<file path="config.mk">
export PLATFORM = sky130hd
export DESIGN_NAME = slt_enable_block
export DESIGN_NICKNAME = d
export VERILOG_FILES = /design/src/verilog/slt_pkg.sv /design/src/verilog/slt_enable_block.sv
export VERILOG_INCLUDE_DIRS = /design/src /design/src/verilog
export SDC_FILE = /design/constraint.sdc
export NUM_CORES = 1
export LEC_CHECK = 0
export BUFFER_PORTS_ARGS = -buffer_cell sky130_fd_sc_hd__buf_2
export CAP_MARGIN = 20
export CORE_MARGIN = 2
export CORE_UTILIZATION = 55
export CTS_CLUSTER_DIAMETER = 50
export DETAILED_ROUTE_END_ITERATION = 6
export PLACE_DENSITY = 0.76
export SLEW_MARGIN = 20
export SYNTH_ARGS = -nofsm -noshare
export SYNTH_HDL_FRONTEND = slang
export SYNTH_SLANG_ARGS = --single-unit
</file>
<file path="constraint.sdc">
create_clock -name clk -period 2.8 [get_ports clk]
set_input_delay 0.14 -clock clk [delete_from_list [all_inputs] [get_ports clk]]
set_output_delay 0.14 -clock clk [all_outputs]
set_load 0.03 [all_outputs]
</file>
<file path="src/verilog/slt_cfg.svh">
// Register offsets, reset values and timing counts of the sensor enable block
`ifndef SLT_CFG_SVH
`define SLT_CFG_SVH
// ----------------------------------------------------------------
// Register offsets
// ----------------------------------------------------------------
`define SLT_LOT_ID_LOW      8'h07
`define SLT_LOT_ID_HIGH     8'h08
`define SLT_SERIAL_LOW      8'h09
`define SLT_SERIAL_HIGH     8'h0a
`define SLT_BIAS_TRIM       8'h1a
`define SLT_FUNC_ENABLES    8'h80
`define SLT_PROX_PERIOD     8'h82
`define SLT_ALS_LO_LSB      8'h84
`define SLT_ALS_LO_MSB      8'h85
`define SLT_ALS_HI_LSB      8'h86
// ----------------------------------------------------------------
// Field positions of function_enables
// ----------------------------------------------------------------
`define SLT_EN_POWER        0
`define SLT_EN_ALS          1
`define SLT_EN_PROX         2
`define SLT_EN_ALS_WAIT     3
`define SLT_EN_PROX_WAIT    4
`define SLT_EN_TEMP         5
`define SLT_EN_ALS_SYNC     6
`define SLT_EN_PROX_SYNC    7
`define SLT_TRIM_MSB        4
// ----------------------------------------------------------------
// Reset values
// ----------------------------------------------------------------
`define SLT_BIAS_TRIM_RST   8'h07
`define SLT_ENABLES_RST     8'h00
`define SLT_PROX_PERIOD_RST 8'h1f
`define SLT_THRESH_RST      8'h00
// ----------------------------------------------------------------
// Timing
// ----------------------------------------------------------------
`define SLT_CLK_NS          100
`define SLT_PROX_UNIT_NS    88000
`define SLT_PROX_UNIT_CYC   ((`SLT_PROX_UNIT_NS + `SLT_CLK_NS - 1) / `SLT_CLK_NS)
`endif

</file>
<file path="src/verilog/slt_pkg.sv">
// Types shared by the sensor enable block
package slt_pkg;
   // Measurement sequencer states
   typedef enum logic [1:0] {SQ_IDLE, SQ_PROX, SQ_TEMP, SQ_WAIT} slt_seq_t;
   // Serial bus slave states
   typedef enum logic [2:0] {BS_IDLE, BS_ADDR, BS_REG, BS_WDAT, BS_ACK, BS_RDAT, BS_RACK} slt_bus_t;
endpackage : slt_pkg

</file>
<file path="src/verilog/slt_enable_block.sv">
// Serial bus register bank, enable sequencing and ALS threshold check
//
// Summary of operation
// - Read-only 16-bit lot id, low byte first
// - Read-only 16-bit serial number, low byte first
// - power_on starts oscillator and conversions
// - Bits 1,2 enable ALS and proximity
// - Bits 3,4 enable ALS and proximity waits
// - Temperature measured after each proximity sample
// - Bits 6,7 align integration to frame sync
// - Clearing power_on resets sequencer and persistence count only
// - Proximity sample lasts (period+1) times 88us
// - Period ignored unless above integration time
// - Flag when clear below low threshold
// - Interrupt pin follows flag when enabled
// - Low byte buffered, latched on high byte
// - Double data mode compares low byte only
// - Writable high threshold low byte
// - Flag when clear above high threshold
`timescale 1ns/10ps
`include "slt_cfg.svh"
module slt_enable_block #(
   parameter logic [6:0]  BUS_ADDR      = 7'h39,     // Arbitrary bus address
   parameter logic [15:0] LOT_ID        = 16'h0000,  // Arbitrary value
   parameter logic [15:0] SERIAL_NUMBER = 16'h0000,  // Arbitrary value
   parameter int          PROX_UNIT_CYC = `SLT_PROX_UNIT_CYC
) (
   // Clock and reset
   input  wire logic        clk,
   input  wire logic        rstn,
   // Serial bus pins
   input  wire logic        scl_i,
   input  wire logic        sda_i,
   output logic             sda_o,
   output logic             sda_oe,
   // Measurement engine
   input  wire logic [7:0]  prox_integ_time,
   input  wire logic [7:0]  prox_wait_time,
   input  wire logic        temp_done,
   input  wire logic        als_data_valid,
   input  wire logic [15:0] als_clear_data,
   input  wire logic [7:0]  als_high_thresh_msb,
   input  wire logic [3:0]  als_persistence,
   input  wire logic        double_data_mode,
   input  wire logic        als_irq_enable,
   input  wire logic        als_flag_clear,
   output logic             prox_start,
   output logic             temp_start,
   // Enables to the analog side
   output logic             osc_enable,
   output logic             als_function_enable,
   output logic             prox_detect_enable,
   output logic             als_wait_enable,
   output logic             prox_wait_enable,
   output logic             temp_measure_enable,
   output logic             als_frame_sync_enable,
   output logic             prox_frame_sync_enable,
   output logic [4:0]       bias_current_trim,
   // Threshold result
   output logic             als_threshold_flag,
   output logic             irq_output_pin
);
   // ----------------------------------------------------------------
   // Register state
   // ----------------------------------------------------------------
   logic [7:0]  bias_trim;
   logic [7:0]  function_enables;
   logic [7:0]  prox_sample_period;
   logic [7:0]  als_low_thresh_lsb;
   logic [15:0] low_thresh;
   logic [7:0]  als_high_thresh_lsb;

   // ----------------------------------------------------------------
   // Pin synchronisers and edge detection
   // ----------------------------------------------------------------
   logic [1:0] scl_meta, sda_meta;
   logic       scl_s, sda_s, scl_d, sda_d;

   // Two flops first; only the second stage and later are looked at
   always_ff @(posedge clk) begin
      if (!rstn) begin
         scl_meta <= 2'h3;
         sda_meta <= 2'h3;
         scl_d    <= 1'b1;
         sda_d    <= 1'b1;
      end else begin
         scl_meta <= {scl_meta[0], scl_i};
         sda_meta <= {sda_meta[0], sda_i};
         scl_d    <= scl_s;
         sda_d    <= sda_s;
      end
   end

   wire scl_rise  = scl_s & ~scl_d;
   wire scl_fall  = ~scl_s & scl_d;
   wire bus_start = scl_s & scl_d & sda_d & ~sda_s;
   wire bus_stop  = scl_s & scl_d & ~sda_d & sda_s;
   assign scl_s = scl_meta[1];
   assign sda_s = sda_meta[1];

   // ----------------------------------------------------------------
   // Serial bus slave
   // ----------------------------------------------------------------
   slt_pkg::slt_bus_t bus_state, ack_from;
   logic [7:0] shreg, reg_ptr;
   logic [3:0] bit_cnt;
   logic       read_mode, nack;

   // Read mux; unmapped offsets read as zero
   function automatic logic [7:0] rd_mux(input logic [7:0] a);
      unique case (a)
         `SLT_LOT_ID_LOW:   rd_mux = LOT_ID[7:0];
         `SLT_LOT_ID_HIGH:  rd_mux = LOT_ID[15:8];
         `SLT_SERIAL_LOW:   rd_mux = SERIAL_NUMBER[7:0];
         `SLT_SERIAL_HIGH:  rd_mux = SERIAL_NUMBER[15:8];
         `SLT_BIAS_TRIM:    rd_mux = bias_trim;
         `SLT_FUNC_ENABLES: rd_mux = function_enables;
         `SLT_PROX_PERIOD:  rd_mux = prox_sample_period;
         `SLT_ALS_LO_LSB:   rd_mux = als_low_thresh_lsb;
         `SLT_ALS_LO_MSB:   rd_mux = low_thresh[15:8];
         `SLT_ALS_HI_LSB:   rd_mux = als_high_thresh_lsb;
         default:           rd_mux = 8'h00;
      endcase
   endfunction : rd_mux

   // Byte for the next read slot; always_comb also follows the registers read inside rd_mux
   logic [7:0] rd_byte;
   always_comb rd_byte = rd_mux(reg_ptr);

   wire byte_done = scl_fall & (bit_cnt == 4'h8);
   wire addr_hit  = shreg[7:1] == BUS_ADDR;
   wire ack_end   = scl_fall & (bus_state == slt_pkg::BS_ACK);
   wire wr_stb    = byte_done & (bus_state == slt_pkg::BS_WDAT);
   wire [7:0] wr_addr = reg_ptr;
   wire [7:0] wr_data = shreg;

   // Byte framing: sample on rising SCL, drive on falling SCL
   always_ff @(posedge clk) begin
      if (!rstn) begin
         bus_state <= slt_pkg::BS_IDLE;
         ack_from  <= slt_pkg::BS_IDLE;
         shreg     <= 8'h00;
         reg_ptr   <= 8'h00;
         bit_cnt   <= 4'h0;
         read_mode <= 1'b0;
         nack      <= 1'b0;
         sda_oe    <= 1'b0;
         sda_o     <= 1'b0;
      end else if (bus_start) begin
         bus_state <= slt_pkg::BS_ADDR;
         bit_cnt   <= 4'h0;
         sda_oe    <= 1'b0;
      end else if (bus_stop) begin
         bus_state <= slt_pkg::BS_IDLE;
         sda_oe    <= 1'b0;
      end else begin
         unique case (bus_state)
            slt_pkg::BS_IDLE: ;
            slt_pkg::BS_ADDR, slt_pkg::BS_REG, slt_pkg::BS_WDAT: begin
               if (scl_rise) begin
                  shreg   <= {shreg[6:0], sda_s};
                  bit_cnt <= bit_cnt + 4'h1;
               end else if (byte_done) begin
                  bit_cnt  <= 4'h0;
                  ack_from <= bus_state;
                  if (bus_state == slt_pkg::BS_ADDR) begin
                     read_mode <= shreg[0];
                     bus_state <= addr_hit ? slt_pkg::BS_ACK : slt_pkg::BS_IDLE;
                     sda_oe    <= addr_hit;
                  end else begin
                     bus_state <= slt_pkg::BS_ACK;
                     sda_oe    <= 1'b1;
                     if (bus_state == slt_pkg::BS_REG) reg_ptr <= shreg;
                     else reg_ptr <= reg_ptr + 8'h01;
                  end
               end
            end
            slt_pkg::BS_ACK: begin
               if (ack_end) begin
                  if (ack_from == slt_pkg::BS_ADDR && read_mode) begin
                     bus_state <= slt_pkg::BS_RDAT;
                     shreg     <= rd_byte;
                     sda_oe    <= ~rd_byte[7];
                     reg_ptr   <= reg_ptr + 8'h01;
                  end else begin
                     bus_state <= (ack_from == slt_pkg::BS_ADDR) ? slt_pkg::BS_REG : slt_pkg::BS_WDAT;
                     sda_oe    <= 1'b0;
                  end
               end
            end
            slt_pkg::BS_RDAT: begin
               if (scl_rise) begin
                  bit_cnt <= bit_cnt + 4'h1;
               end else if (byte_done) begin
                  bit_cnt   <= 4'h0;
                  bus_state <= slt_pkg::BS_RACK;
                  sda_oe    <= 1'b0;
               end else if (scl_fall) begin
                  shreg  <= {shreg[6:0], 1'b1};
                  sda_oe <= ~shreg[6];
               end
            end
            slt_pkg::BS_RACK: begin
               if (scl_rise) begin
                  nack <= sda_s;
               end else if (scl_fall) begin
                  // Master nack ends the read burst
                  bus_state <= nack ? slt_pkg::BS_IDLE : slt_pkg::BS_RDAT;
                  shreg     <= rd_byte;
                  sda_oe    <= ~nack & ~rd_byte[7];
                  reg_ptr   <= nack ? reg_ptr : reg_ptr + 8'h01;
               end
            end
            default: bus_state <= slt_pkg::BS_IDLE;
         endcase
      end
   end

   // ----------------------------------------------------------------
   // Writable registers
   // ----------------------------------------------------------------
   wire wr_lo_lsb = wr_stb & (wr_addr == `SLT_ALS_LO_LSB);
   wire wr_lo_msb = wr_stb & (wr_addr == `SLT_ALS_LO_MSB);

   // Low threshold byte waits in a buffer so the comparator never sees half a value
   always_ff @(posedge clk) begin
      if (!rstn) begin
         bias_trim           <= `SLT_BIAS_TRIM_RST;
         function_enables    <= `SLT_ENABLES_RST;
         prox_sample_period  <= `SLT_PROX_PERIOD_RST;
         als_low_thresh_lsb  <= `SLT_THRESH_RST;
         low_thresh          <= {`SLT_THRESH_RST, `SLT_THRESH_RST};
         als_high_thresh_lsb <= `SLT_THRESH_RST;
      end else if (wr_stb) begin
         if (wr_addr == `SLT_BIAS_TRIM) bias_trim <= wr_data;
         if (wr_addr == `SLT_FUNC_ENABLES) function_enables <= wr_data;
         if (wr_addr == `SLT_PROX_PERIOD) prox_sample_period <= wr_data;
         if (wr_lo_lsb) als_low_thresh_lsb <= wr_data;
         if (wr_lo_msb) low_thresh <= {wr_data, als_low_thresh_lsb};
         if (wr_addr == `SLT_ALS_HI_LSB) als_high_thresh_lsb <= wr_data;
      end
   end

   assign osc_enable             = function_enables[`SLT_EN_POWER];
   assign als_function_enable    = function_enables[`SLT_EN_ALS];
   assign prox_detect_enable     = function_enables[`SLT_EN_PROX];
   assign als_wait_enable        = function_enables[`SLT_EN_ALS_WAIT];
   assign prox_wait_enable       = function_enables[`SLT_EN_PROX_WAIT];
   assign temp_measure_enable    = function_enables[`SLT_EN_TEMP];
   assign als_frame_sync_enable  = function_enables[`SLT_EN_ALS_SYNC];
   assign prox_frame_sync_enable = function_enables[`SLT_EN_PROX_SYNC];
   assign bias_current_trim      = bias_trim[`SLT_TRIM_MSB:0];

   // ----------------------------------------------------------------
   // Proximity sequencer
   // ----------------------------------------------------------------
   slt_pkg::slt_seq_t seq_state;
   logic [15:0] pre_cnt;
   logic [7:0]  units_left;

   wire       power_on  = function_enables[`SLT_EN_POWER];
   wire       unit_tick = pre_cnt == 16'h0000;
   wire       span_done = unit_tick & (units_left == 8'h00);
   // Period only counts when it outlasts integration
   wire [7:0] prox_units = (prox_sample_period > prox_integ_time) ? prox_sample_period
                                                                  : prox_integ_time;
   wire [15:0] unit_top = 16'(PROX_UNIT_CYC - 1);

   // Clearing power_on drops the sequencer to idle; registers are untouched
   always_ff @(posedge clk) begin
      if (!rstn || !power_on) begin
         seq_state  <= slt_pkg::SQ_IDLE;
         pre_cnt    <= 16'h0000;
         units_left <= 8'h00;
         prox_start <= 1'b0;
         temp_start <= 1'b0;
      end else begin
         prox_start <= 1'b0;
         temp_start <= 1'b0;
         pre_cnt    <= unit_tick ? unit_top : pre_cnt - 16'h0001;
         if (unit_tick && units_left != 8'h00) units_left <= units_left - 8'h01;
         unique case (seq_state)
            slt_pkg::SQ_IDLE, slt_pkg::SQ_WAIT: begin
               if (prox_detect_enable && (seq_state == slt_pkg::SQ_IDLE || span_done)) begin
                  seq_state  <= slt_pkg::SQ_PROX;
                  prox_start <= 1'b1;
                  pre_cnt    <= unit_top;
                  units_left <= prox_units;
               end else if (!prox_detect_enable) begin
                  seq_state <= slt_pkg::SQ_IDLE;
               end
            end
            slt_pkg::SQ_PROX: begin
               if (span_done && temp_measure_enable) begin
                  seq_state  <= slt_pkg::SQ_TEMP;
                  temp_start <= 1'b1;
               end else if (span_done) begin
                  seq_state  <= slt_pkg::SQ_WAIT;
                  pre_cnt    <= unit_top;
                  units_left <= prox_wait_enable ? prox_wait_time : 8'h00;
               end
            end
            slt_pkg::SQ_TEMP: begin
               if (temp_done) begin
                  seq_state  <= slt_pkg::SQ_WAIT;
                  pre_cnt    <= unit_top;
                  units_left <= prox_wait_enable ? prox_wait_time : 8'h00;
               end
            end
         endcase
      end
   end

   // ----------------------------------------------------------------
   // ALS threshold comparison
   // ----------------------------------------------------------------
   logic [3:0] pers_cnt;

   wire [15:0] hi_thresh = {als_high_thresh_msb, als_high_thresh_lsb};
   // Double data mode looks at the low byte alone
   wire below_low = double_data_mode ? (als_clear_data[7:0] < low_thresh[7:0])
                                     : (als_clear_data < low_thresh);
   wire above_hi  = double_data_mode ? (als_clear_data[7:0] > hi_thresh[7:0])
                                     : (als_clear_data > hi_thresh);
   wire out_range = below_low | above_hi;
   wire [3:0] hit_cnt = (pers_cnt == 4'hf) ? pers_cnt : pers_cnt + 4'h1;
   wire als_hit   = als_data_valid & out_range & (hit_cnt >= als_persistence);
   wire next_flag = als_hit | (als_threshold_flag & ~als_flag_clear);     // Set wins over clear

   // One evaluation per finished integration; persistence restarts on power off
   always_ff @(posedge clk) begin
      if (!rstn || !power_on) begin
         pers_cnt <= 4'h0;
      end else if (als_data_valid) begin
         pers_cnt <= out_range ? hit_cnt : 4'h0;
      end
   end

   // Flag and pin move together while als_irq_enable is set; otherwise the pin stays low
   always_ff @(posedge clk) begin
      if (!rstn) begin
         als_threshold_flag <= 1'b0;
         irq_output_pin     <= 1'b0;
      end else begin
         als_threshold_flag <= next_flag;
         irq_output_pin     <= next_flag & als_irq_enable;
      end
   end
endmodule : slt_enable_block

</file>
==> summary.md <==
| Metric | Value |
|---|---|
| DR pass1 iterations | `5` |
| Initial DRC count | `581` |
| Slew @ Worst Pin | `0.794 ns` |
| I/O pins | `72` |
| Sw Pwr | `0.916 mW` |
| Buf/Inv on CP | `1` |
| Setup_tns | `0 ns` |
| Flops & latches, synth | `125` |
| Largest delay share family, worst path | `simple AND/OR/NAND/NOR gates` |
| Slowest cell on the critical path | `o21a_1` |
| Synth async-reset ratio | `0%` |
| Outcome | `finished clean` |
| Commonest cells after routing, fill and taps aside | `125 x dfxtp_1, 110 x nand2_1, 70 x buf_2` |
| Critical Path End Type | `flop` |
| Post-CTS Setup Bufs | `0` |
| Avg Inst Size Synth | `8.32 sq um` |
| Syn Nets | `1,032` |
| Clk buf depth | `2` |
| Vias in the first global route | `6,444` |
| Final setup viols | `0` |
| FMAX | `408 MHz` |
| Unrepaired setup endpoints after global routing | `no` |
| Final worst clock skew | `0.0102 ns` |
| Overall Power | `4.54 mW` |
| Worst path arrival time | `2.78 ns` |
| Vias | `6,793` |
| Xor-xnor portion of the synthesized cell area | `2.62%` |
| Row count | `43` |
| Crit path kind | `reg -> reg` |
| Via-per-instance ratio | `5.77` |
| Initial antenna violation count | `0` |
| Compound-Gate Fraction of Synth Area | `19.4%` |
| Clk_lat worst skew | `0.42 ns` |
| Final min period | `2.45 ns` |
| Leakage power | `3.76 nW` |
| Worst Path Max Fanout | `12` |
| GRT Overall Usage | `26.2%` |
| Yosys synthesis warning count | `0` |
| Depth of the CTS H-tree | `4` |
| Share of total power in sequential cells | `39.5%` |
| Die footprint | `14,900 sq um` |
| First-pass GRT wire length | `31,200 um` |
| Startpoint Class | `flop` |
| # clock sinks | `125` |
| Port Buffers | `70` |
| Die Y-Extent | `122 um` |
| Library cells used by synthesis | `72` |
| Largest net degree at the start of global routing | `42` |
| Die width | `122 um` |
| Synth Area in Simple Gates | `23.3%` |
| Place WS | `0.441 ns` |
| Layout cell share with drive strength beyond 1 | `14.5%` |
| Largest family of logic cells by synthesized area | `simple AND/OR/NAND/NOR gates` |
| Final Net Count | `1,094` |
| Routed len/inst | `15.8 um` |
| Fin. Hold Viols | `0` |
| Number of enable flip-flop cells after synthesis | `0` |
| Gpl congestion | `0.881` |
| CP Cell Sequence | `inv_1, ha_1, nor3b_1, nand2_2, nor3_2, o21a_1, a31oi_1, a31oi_1` |
| Internal power | `3.62 mW` |
| Post-Synth Adder-Cell Area | `9.12%` |
| Pins Over Slew Limit | `0` |
| Post-Syn Area | `7680 sq um` |
| Inserted Clock Buffers | `17` |
| Worst Path Required | `3.13 ns` |
| Ant diodes | `0` |
| Ys flop type | `dfxtp_1` |
| Root Buffer Master | `clkbuf_16` |
| Fin cells | `1,178` |
| Final wirelength | `18,600 um` |
| Core outline area | `13,800 sq um` |
| Final Util | `64.8%` |
| Most common cell after layout, fill and taps aside | `dfxtp_1` |
| Clk slew on worst S/H paths | `0.06 ns` |
| PD cells | `509 nW/um^2` |
| Post_cts resized | `0` |
| Placed wire-length estimate | `13,200 um` |
| Worst min path class | `in -> reg` |
| Routed Antenna Nets | `0` |
| TritonCTS clock tree | `done` |
| Post-Syn Instances | `923` |
| Clock power frac | `55.9%` |
| Mux cell area share after synthesis | `6.56%` |
| Comb pwr share | `4.6%` |
| Layout overhead on the synthesized area | `16.1%` |
| Initial Utilization | `55.8%` |
| Reg2reg setup slack | `0.35 ns` |
| Sequential area share after synthesis | `32.6%` |
| Switching part of the total | `20.2%` |
| Max incr delay on CP | `0.40 ns` |
| Total global routing overflow | `0` |
| Critical Path Most Common Cell | `a31oi_1` |
| Period utilization | `87.6%` |
| Dpl cells | `1,140` |
| Residual DRC | `0` |
| Slew margin rel. | `47.0%` |
| MaxCap Viol Count | `0` |
| Setup slack after layout | `0.346 ns` |
| Maximum vdd drop | `0.000408 V` |
## flip-flops by register name (all words and copies together), names as in the netlist, 8 cells and up
signal,flops
pre_cnt,16
als_high_thresh_lsb,8
low_thresh,16
prox_sample_period,8
units_left,8
shreg,8
reg_ptr,8
function_enables,8
bias_trim,8
als_low_thresh_lsb,8
## Yosys cell counts, types with 6 or more instances
master | instances | area share (%)
nand3_1 | 35 | 2.3
a22o_1 | 6 | 0.68
a21boi_0 | 36 | 3.5
buf_4 | 7 | 0.68
a21oi_1 | 43 | 2.8
nor3b_1 | 7 | 0.68
nand4_1 | 11 | 0.90
buf_2 | 9 | 0.59
nor2_1 | 54 | 2.6
o21ai_0 | 27 | 1.8
nor3_1 | 10 | 0.65
a222oi_1 | 8 | 1.0
nand2_1 | 110 | 5.4
a221oi_1 | 8 | 0.91
and3_1 | 11 | 0.90
o2bb2ai_1 | 6 | 0.68
dfxtp_1 | 125 | 33
inv_1 | 61 | 3.0
clkbuf_1 | 34 | 1.7
o22ai_1 | 7 | 0.57
mux2i_1 | 47 | 6.1
a22oi_1 | 14 | 1.4
a21o_1 | 6 | 0.59
nand2b_1 | 15 | 1.2
ha_1 | 56 | 9.1
and2_1 | 9 | 0.73
nor2b_1 | 36 | 2.9
a211oi_1 | 11 | 1.1
xor2_1 | 13 | 1.5
o211ai_1 | 9 | 0.88
a31oi_1 | 7 | 0.57
xnor2_1 | 10 | 1.1
o21a_1 | 6 | 0.59
## worst reg2reg max path, delay by kind of cell (launching register included)
| family | cells | cell delay, ns |
|---|---|---|
| AO/OA/AOI/OAI | 3 | 0.90 |
| AND/OR/NAND/NOR | 3 | 0.91 |
| buffers and inverters | 1 | 0.10 |
| flip-flops | 1 | 0.31 |
| adder cells (fa/ha/maj) | 1 | 0.15 |
## kinds of logic after synthesis
logic type      Yosys count
simple gates            337
compound gates          214
flops                   125
buf+inv                 117
fa+ha+maj                56
mux                      50
xor+xnor                 23
other cells               1
## repair_timing
item                                    CTS  global route
endpoints found under the hold margin     6             0
endpoints found under the setup margin    0             0
hold buffers                              6             0
## path summary, 6_finish.rpt
| kind | start | to | cells after the start |
|---|---|---|---|
| min reg2reg | sda_meta[0]$_SDFF_PN1_ | sda_meta[1]$_SDFF_PN1_ | 1 |
| min | als_flag_clear | als_threshold_flag$_SDFF_PN0_ | 3 |
| max | units_left[0]$_SDFF_PP0_ | pre_cnt[6]$_SDFF_PP0_ | 8 |
| max reg2reg | units_left[0]$_SDFF_PP0_ | pre_cnt[6]$_SDFF_PP0_ | 8 |
## final cells by class
class	count	area (sq um)
fill	1181	4850
sequential	125	2500
clock inverter	11	211
inverter	61	229
multi-input combinational	681	4700
clock buffer	21	470
timing repair buffer	99	583
tap	180	225
## metal layers
| metal | vias to the layer above | track usage, % | wire length (um) | part of all wire [%] |
|---|---|---|---|---|
| li1 | 3406 | - | - | - |
| met1 | 3177 | 33.7 | 8470 | 45 |
| met2 | 183 | 44.2 | 8980 | 48 |
| met3 | 27 | 5.34 | 890 | 4.8 |
| met4 | 0 | 8.12 | 314 | 1.7 |
| met5 | - | 0 | 0 | 0 |
## stage by stage
step | hold slack [ns] | cell area [sq um]
after floorplan | 0.241 | 7680
after global placement | 0.328 | 8180
after detailed placement | 0.325 | 8180
after CTS | 0.0377 | 8920
after global routing | 0.0469 | 8920
final | 0.0544 | 8920
## power by group through the flow
| stage | Sequential, mW | Clock [mW] | Combinational, mW |
|---|---|---|---|
| floorplan | 1.83 | 0 | 0.129 |
| global placement | 1.83 | 0 | 0.199 |
| detailed placement | 1.83 | 0 | 0.203 |
| CTS | 1.79 | 2.55 | 0.211 |
| global route | 1.79 | 2.63 | 0.238 |
| finish | 1.79 | 2.54 | 0.209 |
(Power assumes the default switching activity.)
